$ cat src/common/sbrg_pkg.sv
// Purpose: constants for the serial baud rate generator
// Assumes: 250 MHz ref_clk, Avalon-MM slave with 32-bit data
// Notes: bit_rate_select sits at word offset 0x0
package sbrg_pkg;
  localparam logic [1:0] ADDR_BIT_RATE_SELECT = 2'h0;
  localparam logic [1:0] ADDR_STATUS = 2'h1;
  localparam logic [7:0] BIT_RATE_SELECT_RESET = 8'h00;
  localparam int RATE_LSB = 0;
  localparam int RATE_MSB = 2;
  localparam int PRE_LSB = 4;
  localparam int PRE_MSB = 5;
  localparam logic [7:0] BIT_RATE_SELECT_MASK = 8'h37;
  localparam logic [3:0] PD_CODE0 = 4'h1;
  localparam logic [3:0] PD_CODE1 = 4'h3;
  localparam logic [3:0] PD_CODE2 = 4'h4;
  localparam logic [3:0] PD_CODE3 = 4'hD;
  // sample tick is 16x bit rate, so 64 = 4 x 16
  localparam logic [3:0] FIXED_PRE_DIV = 4'h4;
  localparam logic [3:0] SAMPLES_PER_BIT = 4'hF;
  localparam logic [31:0] UNMAPPED_READ = 32'h0000_0000;
  localparam logic [31:0] READDATA_RESET = 32'h0000_0000;
  localparam logic [7:0] BD_UNIT = 8'h01;
  localparam logic WAIT_IDLE = 1'b1;
endpackage

$ cat src/sbrg_top.sv
// Purpose: baud rate generator; divides the baud clock into sample and bit ticks
// Assumes: baud clock enable arrives as a one-cycle pulse synchronous to ref_clk
// Notes: one-cycle wait state on every bus access
//
// The register addresses and the Avalon-MM slave port were left to the implementer.
`timescale 1ns/1ns
module sbrg_top (
  input wire logic ref_clk,
  input wire logic arst_n,
  input wire logic selected_source_clock,
  input wire logic [1:0] avs_address,
  input wire logic avs_read,
  input wire logic avs_write,
  input wire logic [31:0] avs_writedata,
  input wire logic [3:0] avs_byteenable,
  output logic [31:0] avs_readdata,
  output logic avs_waitrequest,
  output logic sample_tick,
  output logic bit_tick
);
  function automatic logic [3:0] pd_limit(input logic [1:0] code);
    case (code)
      2'h0: pd_limit = sbrg_pkg::PD_CODE0;
      2'h1: pd_limit = sbrg_pkg::PD_CODE1;
      2'h2: pd_limit = sbrg_pkg::PD_CODE2;
      default: pd_limit = sbrg_pkg::PD_CODE3;
    endcase
  endfunction

  // zero-extend a register onto the data bus
  function automatic logic [31:0] widen_byte(input logic [7:0] value);
    widen_byte = {24'h000000, value};
  endfunction

  function automatic logic [31:0] widen_nibble(input logic [3:0] value);
    widen_nibble = {28'h0000000, value};
  endfunction

  // stage terminal count; >= lets a shorter divisor act at once
  function automatic logic reached(input logic [7:0] count, input logic [7:0] limit);
    reached = (count >= limit - sbrg_pkg::BD_UNIT);
  endfunction

  typedef enum logic {
    SBRG_BUS_IDLE = 1'b0,
    SBRG_BUS_ANSWER = 1'b1
  } sbrg_bus_state_type;

  sbrg_bus_state_type bus_state;
  sbrg_bus_state_type next_bus_state;
  logic [7:0] bit_rate_select;
  logic [1:0] fixed_cnt;
  logic [3:0] pd_cnt;
  logic [6:0] bd_cnt;
  logic [3:0] sample_cnt;

  // settings decode
  wire logic [1:0] prescaler_select = bit_rate_select[sbrg_pkg::PRE_MSB:sbrg_pkg::PRE_LSB];
  wire logic [2:0] rate_divisor_select = bit_rate_select[sbrg_pkg::RATE_MSB:sbrg_pkg::RATE_LSB];
  wire logic [3:0] prescaler_divisor = pd_limit(prescaler_select);
  wire logic [7:0] rate_divisor = sbrg_pkg::BD_UNIT << rate_divisor_select;

  // bus decode
  wire logic ack = (bus_state == SBRG_BUS_ANSWER);
  wire logic req = (avs_read | avs_write) & ~ack;
  wire logic addr_rate = (avs_address == sbrg_pkg::ADDR_BIT_RATE_SELECT);
  wire logic addr_status = (avs_address == sbrg_pkg::ADDR_STATUS);
  // write lands at the edge where the master sees waitrequest low
  wire logic wr_sel = avs_write & ack & addr_rate & avs_byteenable[0];
  wire logic [31:0] rd_value = addr_rate ? widen_byte(bit_rate_select) :
    addr_status ? widen_nibble(sample_cnt) : sbrg_pkg::UNMAPPED_READ;
  wire logic [31:0] next_avs_readdata = (req & avs_read) ? rd_value : avs_readdata;
  wire logic [7:0] next_bit_rate_select =
    wr_sel ? (avs_writedata[7:0] & sbrg_pkg::BIT_RATE_SELECT_MASK) : bit_rate_select;

  // chain: /4 -> /PD -> /BD gives 16x bit rate
  wire logic fixed_done = selected_source_clock & (fixed_cnt == 2'(sbrg_pkg::FIXED_PRE_DIV - 4'h1));
  wire logic pd_done = fixed_done & reached({4'h0, pd_cnt}, {4'h0, prescaler_divisor});
  wire logic bd_done = pd_done & reached({1'b0, bd_cnt}, rate_divisor);
  wire logic bit_done = bd_done & (sample_cnt == sbrg_pkg::SAMPLES_PER_BIT);
  wire logic [1:0] next_fixed_cnt = selected_source_clock ? fixed_cnt + 2'h1 : fixed_cnt;
  wire logic [3:0] next_pd_cnt = pd_done ? 4'h0 : (fixed_done ? pd_cnt + 4'h1 : pd_cnt);
  wire logic [6:0] next_bd_cnt = bd_done ? 7'h00 : (pd_done ? bd_cnt + 7'h01 : bd_cnt);
  wire logic [3:0] next_sample_cnt = bd_done ? sample_cnt + 4'h1 : sample_cnt;

  // one wait state per access
  always_comb begin
    next_bus_state = bus_state;
    case (bus_state)
      SBRG_BUS_IDLE: begin
        if (avs_read | avs_write) begin
          next_bus_state = SBRG_BUS_ANSWER;
        end
      end
      SBRG_BUS_ANSWER: begin
        next_bus_state = SBRG_BUS_IDLE;
      end
      default: begin
        next_bus_state = SBRG_BUS_IDLE;
      end
    endcase
  end

  always_ff @(posedge ref_clk or negedge arst_n) begin
    if (!arst_n) begin
      bus_state <= SBRG_BUS_IDLE;
    end else begin
      bus_state <= next_bus_state;
    end
  end

  always_ff @(posedge ref_clk or negedge arst_n) begin
    if (!arst_n) begin
      bit_rate_select <= sbrg_pkg::BIT_RATE_SELECT_RESET;
    end else begin
      bit_rate_select <= next_bit_rate_select;
    end
  end

  always_ff @(posedge ref_clk or negedge arst_n) begin
    if (!arst_n) begin
      avs_readdata <= sbrg_pkg::READDATA_RESET;
    end else begin
      avs_readdata <= next_avs_readdata;
    end
  end

  always_ff @(posedge ref_clk or negedge arst_n) begin
    if (!arst_n) begin
      avs_waitrequest <= sbrg_pkg::WAIT_IDLE;
    end else begin
      avs_waitrequest <= ~req;
    end
  end

  always_ff @(posedge ref_clk or negedge arst_n) begin
    if (!arst_n) begin
      fixed_cnt <= 2'h0;
    end else begin
      fixed_cnt <= next_fixed_cnt;
    end
  end

  always_ff @(posedge ref_clk or negedge arst_n) begin
    if (!arst_n) begin
      pd_cnt <= 4'h0;
    end else begin
      pd_cnt <= next_pd_cnt;
    end
  end

  always_ff @(posedge ref_clk or negedge arst_n) begin
    if (!arst_n) begin
      bd_cnt <= 7'h00;
    end else begin
      bd_cnt <= next_bd_cnt;
    end
  end

  always_ff @(posedge ref_clk or negedge arst_n) begin
    if (!arst_n) begin
      sample_cnt <= 4'h0;
    end else begin
      sample_cnt <= next_sample_cnt;
    end
  end

  // both ticks come from the one chain
  always_ff @(posedge ref_clk or negedge arst_n) begin
    if (!arst_n) begin
      sample_tick <= 1'b0;
    end else begin
      sample_tick <= bd_done;
    end
  end

  always_ff @(posedge ref_clk or negedge arst_n) begin
    if (!arst_n) begin
      bit_tick <= 1'b0;
    end else begin
      bit_tick <= bit_done;
    end
  end
endmodule

$ cat config.mk
export PLATFORM = sky130hd
export DESIGN_NAME = sbrg_top
export DESIGN_NICKNAME = d
export VERILOG_FILES = /design/src/common/sbrg_pkg.sv /design/src/sbrg_top.sv
export SDC_FILE = /design/constraint.sdc
export NUM_CORES = 1
export LEC_CHECK = 0
export CELL_PAD_IN_SITES_DETAIL_PLACEMENT = 1
export CELL_PAD_IN_SITES_GLOBAL_PLACEMENT = 1
export CORE_MARGIN = 4
export CORE_UTILIZATION = 43
export CTS_CLUSTER_SIZE = 8
export DETAILED_ROUTE_END_ITERATION = 6
export DONT_BUFFER_PORTS = 1
export GPL_ROUTABILITY_DRIVEN = 0
export PLACE_DENSITY = 0.77
export SETUP_SLACK_MARGIN = 0.2
export SLEW_MARGIN = 20
export SYNTH_ARGS = -nofsm -noshare
export SYNTH_HDL_FRONTEND = slang
export SYNTH_SLANG_ARGS = --single-unit
$ cat constraint.sdc
create_clock -name ref_clk -period 4.3 [get_ports ref_clk]
set_clock_uncertainty 0.2 [all_clocks]
set_input_delay 0.43 -clock ref_clk [delete_from_list [all_inputs] [get_ports ref_clk]]
set_output_delay 0.43 -clock ref_clk [all_outputs]
set_load 0.05 [all_outputs]
Yosys cells after proc, flatten, opt, wreduce, memory -nomap -nowiden
Index checks and enable logic that the tools add are counted.

Bits in registers: 58. Output and inout bits: 35. Logic and storage cells: 49.

Equal/unequal tests: 5. Shift operators: 1. Bitwise gates (word level): 12. Order comparisons: 2. Add/sub/neg operators: 6. Reductions and logical operators: 4. Muxes and demuxes: 9.

Operators by type and width (number): $mux 7 (2); $mux 4 (3); $pmux 4 s3 (1); $and 1x1->1 (9); $add 4x1->4 const B (2); $ge 4x8->1 (1); $ge 7x8->1 (1); $shl 1x3->8 const A (1); $sub 8x1->8 const B (1); $add 7x1->7 const B (1); $mux 6 (1); $sub 4x1->5 const B (1); $eq 2x1->1 const B (2); $eq 2x2->1 const B (2); $eq 4x4->1 const B (1); $logic_not 2->1 (2); $reduce_bool 2->1 (2); $add 2x1->2 const B (1); $not 1->1 (2); $pmux 1 s2 (1); $mux 1 (1); $or 1x1->1 (1).

Logic depth before layout (Yosys ltp)
Word-level depth: 7. Depth in mapped cells: 9.

Worst setup path before layout
No wires, ideal clock.

Kind: flip-flop to flip-flop. Start: reg bit_rate_select[2]. End: reg sample_cnt[1]. Slack: 1711 ps. Arrival: 2261 ps. Period minus slack after synthesis: 2589 ps. Stages on the path, launching flop included: 9. Library setup time: 127 ps. Required time: 3973 ps. Buffers on the path: 1. Path through: dfrtp_1 -> clkbuf_1 -> or3_1 -> ha_1 -> nor3b_1 -> o21ai_1 -> a41oi_4 -> nand2b_2 -> mux2_1.

Longest elaborated chain between the ends: 4.

Ends and longest elaborated chain: start: declaration (line sbrg_top.sv:51) `logic [7:0] bit_rate_select;`; start signal: assignment (line sbrg_top.sv:114) `bit_rate_select <= sbrg_pkg::BIT_RATE_SELECT_RESET;`; start signal: assignment (line sbrg_top.sv:116) `bit_rate_select <= next_bit_rate_select;`; $shl 1x3->8 (line sbrg_top.sv:61) `wire logic [7:0] rate_divisor = sbrg_pkg::BD_UNIT << rate_divisor_select;`; $sub 8x1->8 (line sbrg_top.sv:41) `reached = (count >= limit - sbrg_pkg::BD_UNIT);`; $ge 7x8->1 (line sbrg_top.sv:41); $and 1x1->1 (line sbrg_top.sv:79) `wire logic bd_done = pd_done & reached({1'b0, bd_cnt}, rate_divisor);`; end signal: assignment (line sbrg_top.sv:164) `sample_cnt <= next_sample_cnt;`; end: declaration (line sbrg_top.sv:55) `logic [3:0] sample_cnt;`.

No other way between the ends. A chain may end at the register's enable or synchronous reset.

Worst setup path after layout
Ends and elaborated chain as after synthesis.

==> results by stage <==
Status:
- The run finished with clean final reports.

Floorplan:
- The die footprint is 5700 µm².
- The number of rows in the core area is 24.
- The number of ports placed on the die boundary is 78.
- For this configuration, the core starts out at a cell density of 44.7%.
- The vertical die dimension is 75.5 µm.
- The die width is 75.5 µm.
- The area of the core region is 4380 µm².

Cells and area:
- The synthesis-to-finish area growth is 2.87%.
- The library cell used most frequently in the layout, excluding fill and tap cells, is sky130_fd_sc_hd__dfrtp_1.
- With fillers left out, the area of the finished cells amounts to 2020 µm².
- The net count of the finished layout is 250.
- The top cell types in the final layout, fill and taps aside, are sky130_fd_sc_hd__dfrtp_1 (31), sky130_fd_sc_hd__conb_1 (26), sky130_fd_sc_hd__ha_1 (17).
- The share of cells above drive strength 1 is 14.1%.
- The number of antenna diodes in the final layout is 0.

Synthesis:
- The portion of the post-synthesis area used by sequential elements is 40.9%.
- The simple-gate area share of the yosys netlist is 13.9%.
- The post-synthesis register bit count is 32.
- Dividing the synthesized area by the synthesized cell count gives 10.5 µm².
- The fraction of the mapped netlist area in adder cells is 10.9%.
- In the synthesized netlist, the number of instances is 187.
- The mux share of post-synthesis cell area is 5.56%.
- The number of distinct library cell variants in the gate-level netlist after synthesis is 40.
- The synthesized netlist devotes 13.9% of its cell area to compound gates.
- In this run the cell area of the synthesized design comes to 1960 µm².
- The synthesized-area fraction occupied by xor and xnor cells is 1.79%.
- During synthesis, Yosys emitted a total of 0 warnings.
- The combinational family with the most area after synthesis is simple AND/OR/NAND/NOR gates.

Drt:
- The violation count after the first detailed-routing iteration is 26.
- After detailed routing, the number of remaining DRC violations is 0.
- In the routed layout, each cell is associated on average with a via count of 5.17.
- The residual antenna-violating net count after detailed routing is 0.
- Wires add up to 3850 µm.
- In the final routed layout, each cell accounts on average for 15.9 µm.
- The routed layout has 1257 vias.
- Before antenna repair, the detailed router went through 3 iterations.

CTS:
- The clock passes through at most 2 buffers.
- The count of hold-fix buffers inserted at cts is 2.
- Counting every sink on the clock net gives 32.
- The later pin in the worst-skew pair is clocked with a latency of 290 ps.
- Once the clock tree was built, the setup fixing pass inserted 0 buffers.
- In this run, CTS created clock tree buffers numbering 5.
- The TritonCTS clock tree is yes.
- The post-cts sizing count is 0.
- The tree is rooted in a sky130_fd_sc_hd__clkbuf_8.
- After clock tree synthesis, the clock-pin slew on the worst setup and hold paths is 70 ps.
- The clock tree synthesis step divided the H-tree into 2 levels.

Placement:
- The count of port buffers added during placement is 0.
- The estimated wirelength of the detail-placed design is 3020 µm.
- The instance area after placement is 1900 µm².

Timing:
- In the final timing run, aggregate negative setup slack is 0 ps.
- The post-route clock period utilization is 65.8%.
- For this run, the top clock speed supported by timing is 0.354 GHz.
- Subtracting the final worst setup slack from the clock period gives 2830 ps.
- Setup repair after global routing left no endpoint under its margin.
- The final number of max-transition violations is 0.
- The hold violation total from the final report was 0.
- Setup violations remaining at the end of the flow were counted as 0.

Critical path:
- The worst setup path startpoint is bit_rate_select[2].
- The kind of end point of the critical path is a flop.
- The arrival time at the worst endpoint is 2800 ps.
- The category of the most critical setup path is flop to flop.
- Of all nets on the critical path, the largest fanout is 10.
- The data required time at the worst endpoint is 4270 ps.
- The worst setup path is launched from a flop.
- In this run the critical register-to-register path is launched from bit_rate_select[2].

Global routing:
- The first global-routing pass estimated 6580 µm of wire.
- The global routing usage summed across all routing layers is 15.5%.
- Global routing consumed, on the met3 layer, 4.35% of the routing resources.
- Global routing consumed, on the met2 layer, 29.1% of the routing resources.
- For this run, global-route usage on met1 was measured as 16.0%.
- The number of antenna violations at the first check in global routing is 0.
- Entering global routing, the biggest net connects 33 pins.
- The number of global-route vias before repair is 1430.
- The layer carrying the most global-route usage is met2.
- The total congestion overflow is 0.

Power and ir drop:
- The leakage dissipation is 0.972 nW.
- The peak supply drop is 0.000167 V.
- The areal power density over the cells is 576 nW/µm².

Run:
- The tool flagged a number of max-cap violations equal to 0.

Hold path:
- The kind of path behind the tightest hold check is primary input to flop.
- The worst hold path begins at selected_source_clock.
cell usage after synthesis:
cell                         n  area (µm²)
sky130_fd_sc_hd__nor3_1      3        15.0
sky130_fd_sc_hd__o21a_2      1        8.76
sky130_fd_sc_hd__nand3b_1    2        15.0
sky130_fd_sc_hd__or2_2       4        25.0
sky130_fd_sc_hd__o21ai_0     9        45.0
sky130_fd_sc_hd__a22o_1      8        70.1
sky130_fd_sc_hd__nand2b_2    1        8.76
sky130_fd_sc_hd__and2_4      1        8.76
sky130_fd_sc_hd__buf_4      26         195
sky130_fd_sc_hd__mux2_2      6        67.6
sky130_fd_sc_hd__nand2_1    10        37.5
sky130_fd_sc_hd__ha_1       17         213
sky130_fd_sc_hd__nor4b_1     1        8.76
sky130_fd_sc_hd__a21oi_1     4        20.0
sky130_fd_sc_hd__o21bai_1    1        7.51
sky130_fd_sc_hd__nand2b_1    1        6.26
sky130_fd_sc_hd__nor3_2      2        20.0
sky130_fd_sc_hd__dfrtp_1    31         776
sky130_fd_sc_hd__buf_2       1        5.00
sky130_fd_sc_hd__a41oi_4     1        27.5
sky130_fd_sc_hd__mux2i_1     3        30.0
sky130_fd_sc_hd__or3_1       2        12.5
sky130_fd_sc_hd__xor2_1      2        17.5
sky130_fd_sc_hd__clkbuf_1    3        11.3
sky130_fd_sc_hd__nand2_2     1        6.26
sky130_fd_sc_hd__nor2_1     11        41.3
sky130_fd_sc_hd__xnor2_1     2        17.5
sky130_fd_sc_hd__mux2_1      1        11.3
sky130_fd_sc_hd__conb_1      1        3.75
sky130_fd_sc_hd__buf_6       1        11.3
sky130_fd_sc_hd__a21o_1      7        52.6
sky130_fd_sc_hd__o211ai_1    1        7.51
sky130_fd_sc_hd__dfstp_2     1        26.3
sky130_fd_sc_hd__nand2b_4    1        13.8
sky130_fd_sc_hd__nand4_1     1        6.26
sky130_fd_sc_hd__nor3b_1     1        7.51
sky130_fd_sc_hd__o21ai_1     1        5.00
sky130_fd_sc_hd__inv_1       8        30.0
sky130_fd_sc_hd__a2111oi_4   1        27.5
sky130_fd_sc_hd__nand3_1     8        40.0
routing by layer:
layer,wire length [µm],vias up
met3,230,7
met2,2050,35
met4,78,0
met1,1490,618
met5,0,-
li1,-,597
worst paths after layout:
path	end	slack, ps	cells after the start
max	sample_cnt[1]	1470	7
min	fixed_cnt[0]	20	1
max reg2reg	sample_cnt[1]	1470	7
min reg2reg	fixed_cnt[0]	270	1
max in group asynchronous	avs_waitrequest	3270	2
min in group asynchronous	bit_rate_select[4]	390	2
sequential cells by signal (all words and copies together) (netlist names):
signal           cells
ack                  1
avs_readdata         6
avs_waitrequest      1
bd_cnt               7
bit_rate_select      5
bit_tick             1
fixed_cnt            2
pd_cnt               4
sample_cnt           4
sample_tick          1
final cells by class:
class | count | area (µm²)
fill | 498 | 2370
multi-input combinational | 141 | 998
sequential | 32 | 802
clock buffer | 8 | 90.1
tap | 52 | 65.1
timing repair buffer | 2 | 30.0
inverter | 8 | 30.0
through the flow:
stage / cells / hold WS (ps) / power (mW) / util [%] / setup WS, ps
after floorplan: 212 / -65.6 / 0.852 / - / 1710
after global placement: 233 / -64.8 / 0.878 / 43.2 / 1600
after detailed placement: 233 / -64.8 / 0.921 / 43.2 / 1520
after CTS: 243 / 17.2 / 1.18 / 46.0 / 1450
after global routing: 243 / 16.1 / 1.26 / 46.0 / 1240
final: 243 / 21.2 / 1.16 / 46.0 / 1470
where the power goes:
group          switching (mW)  total, mW  leakage (nW)  internal [mW]
sequential              0.117      0.490         0.417          0.373
clock                   0.109      0.239        0.0455          0.130
combinational           0.251      0.433         0.509          0.182
logic make-up (layout without fill, tap and decap cells):
kind of cell,after synthesis,count (layout)
AOI/OAI and AO/OA,34,34
adders and majority gates,17,17
and+or+nand+nor,50,50
other,1,26
xor gates and xnor gates,4,4
muxes,10,10
buffers and inverters,39,18
DFF,32,32
worst max-delay path, cell delays in order (launching register included):
cell and delay (ps):
sky130_fd_sc_hd__dfrtp_1 460, sky130_fd_sc_hd__or3_1 410, sky130_fd_sc_hd__ha_1 280, sky130_fd_sc_hd__nor3b_1 230, sky130_fd_sc_hd__o21ai_1 140, sky130_fd_sc_hd__a41oi_4 400, sky130_fd_sc_hd__nand2b_2 250, sky130_fd_sc_hd__mux2_1 330
Power figures use the tool's default switching activity.
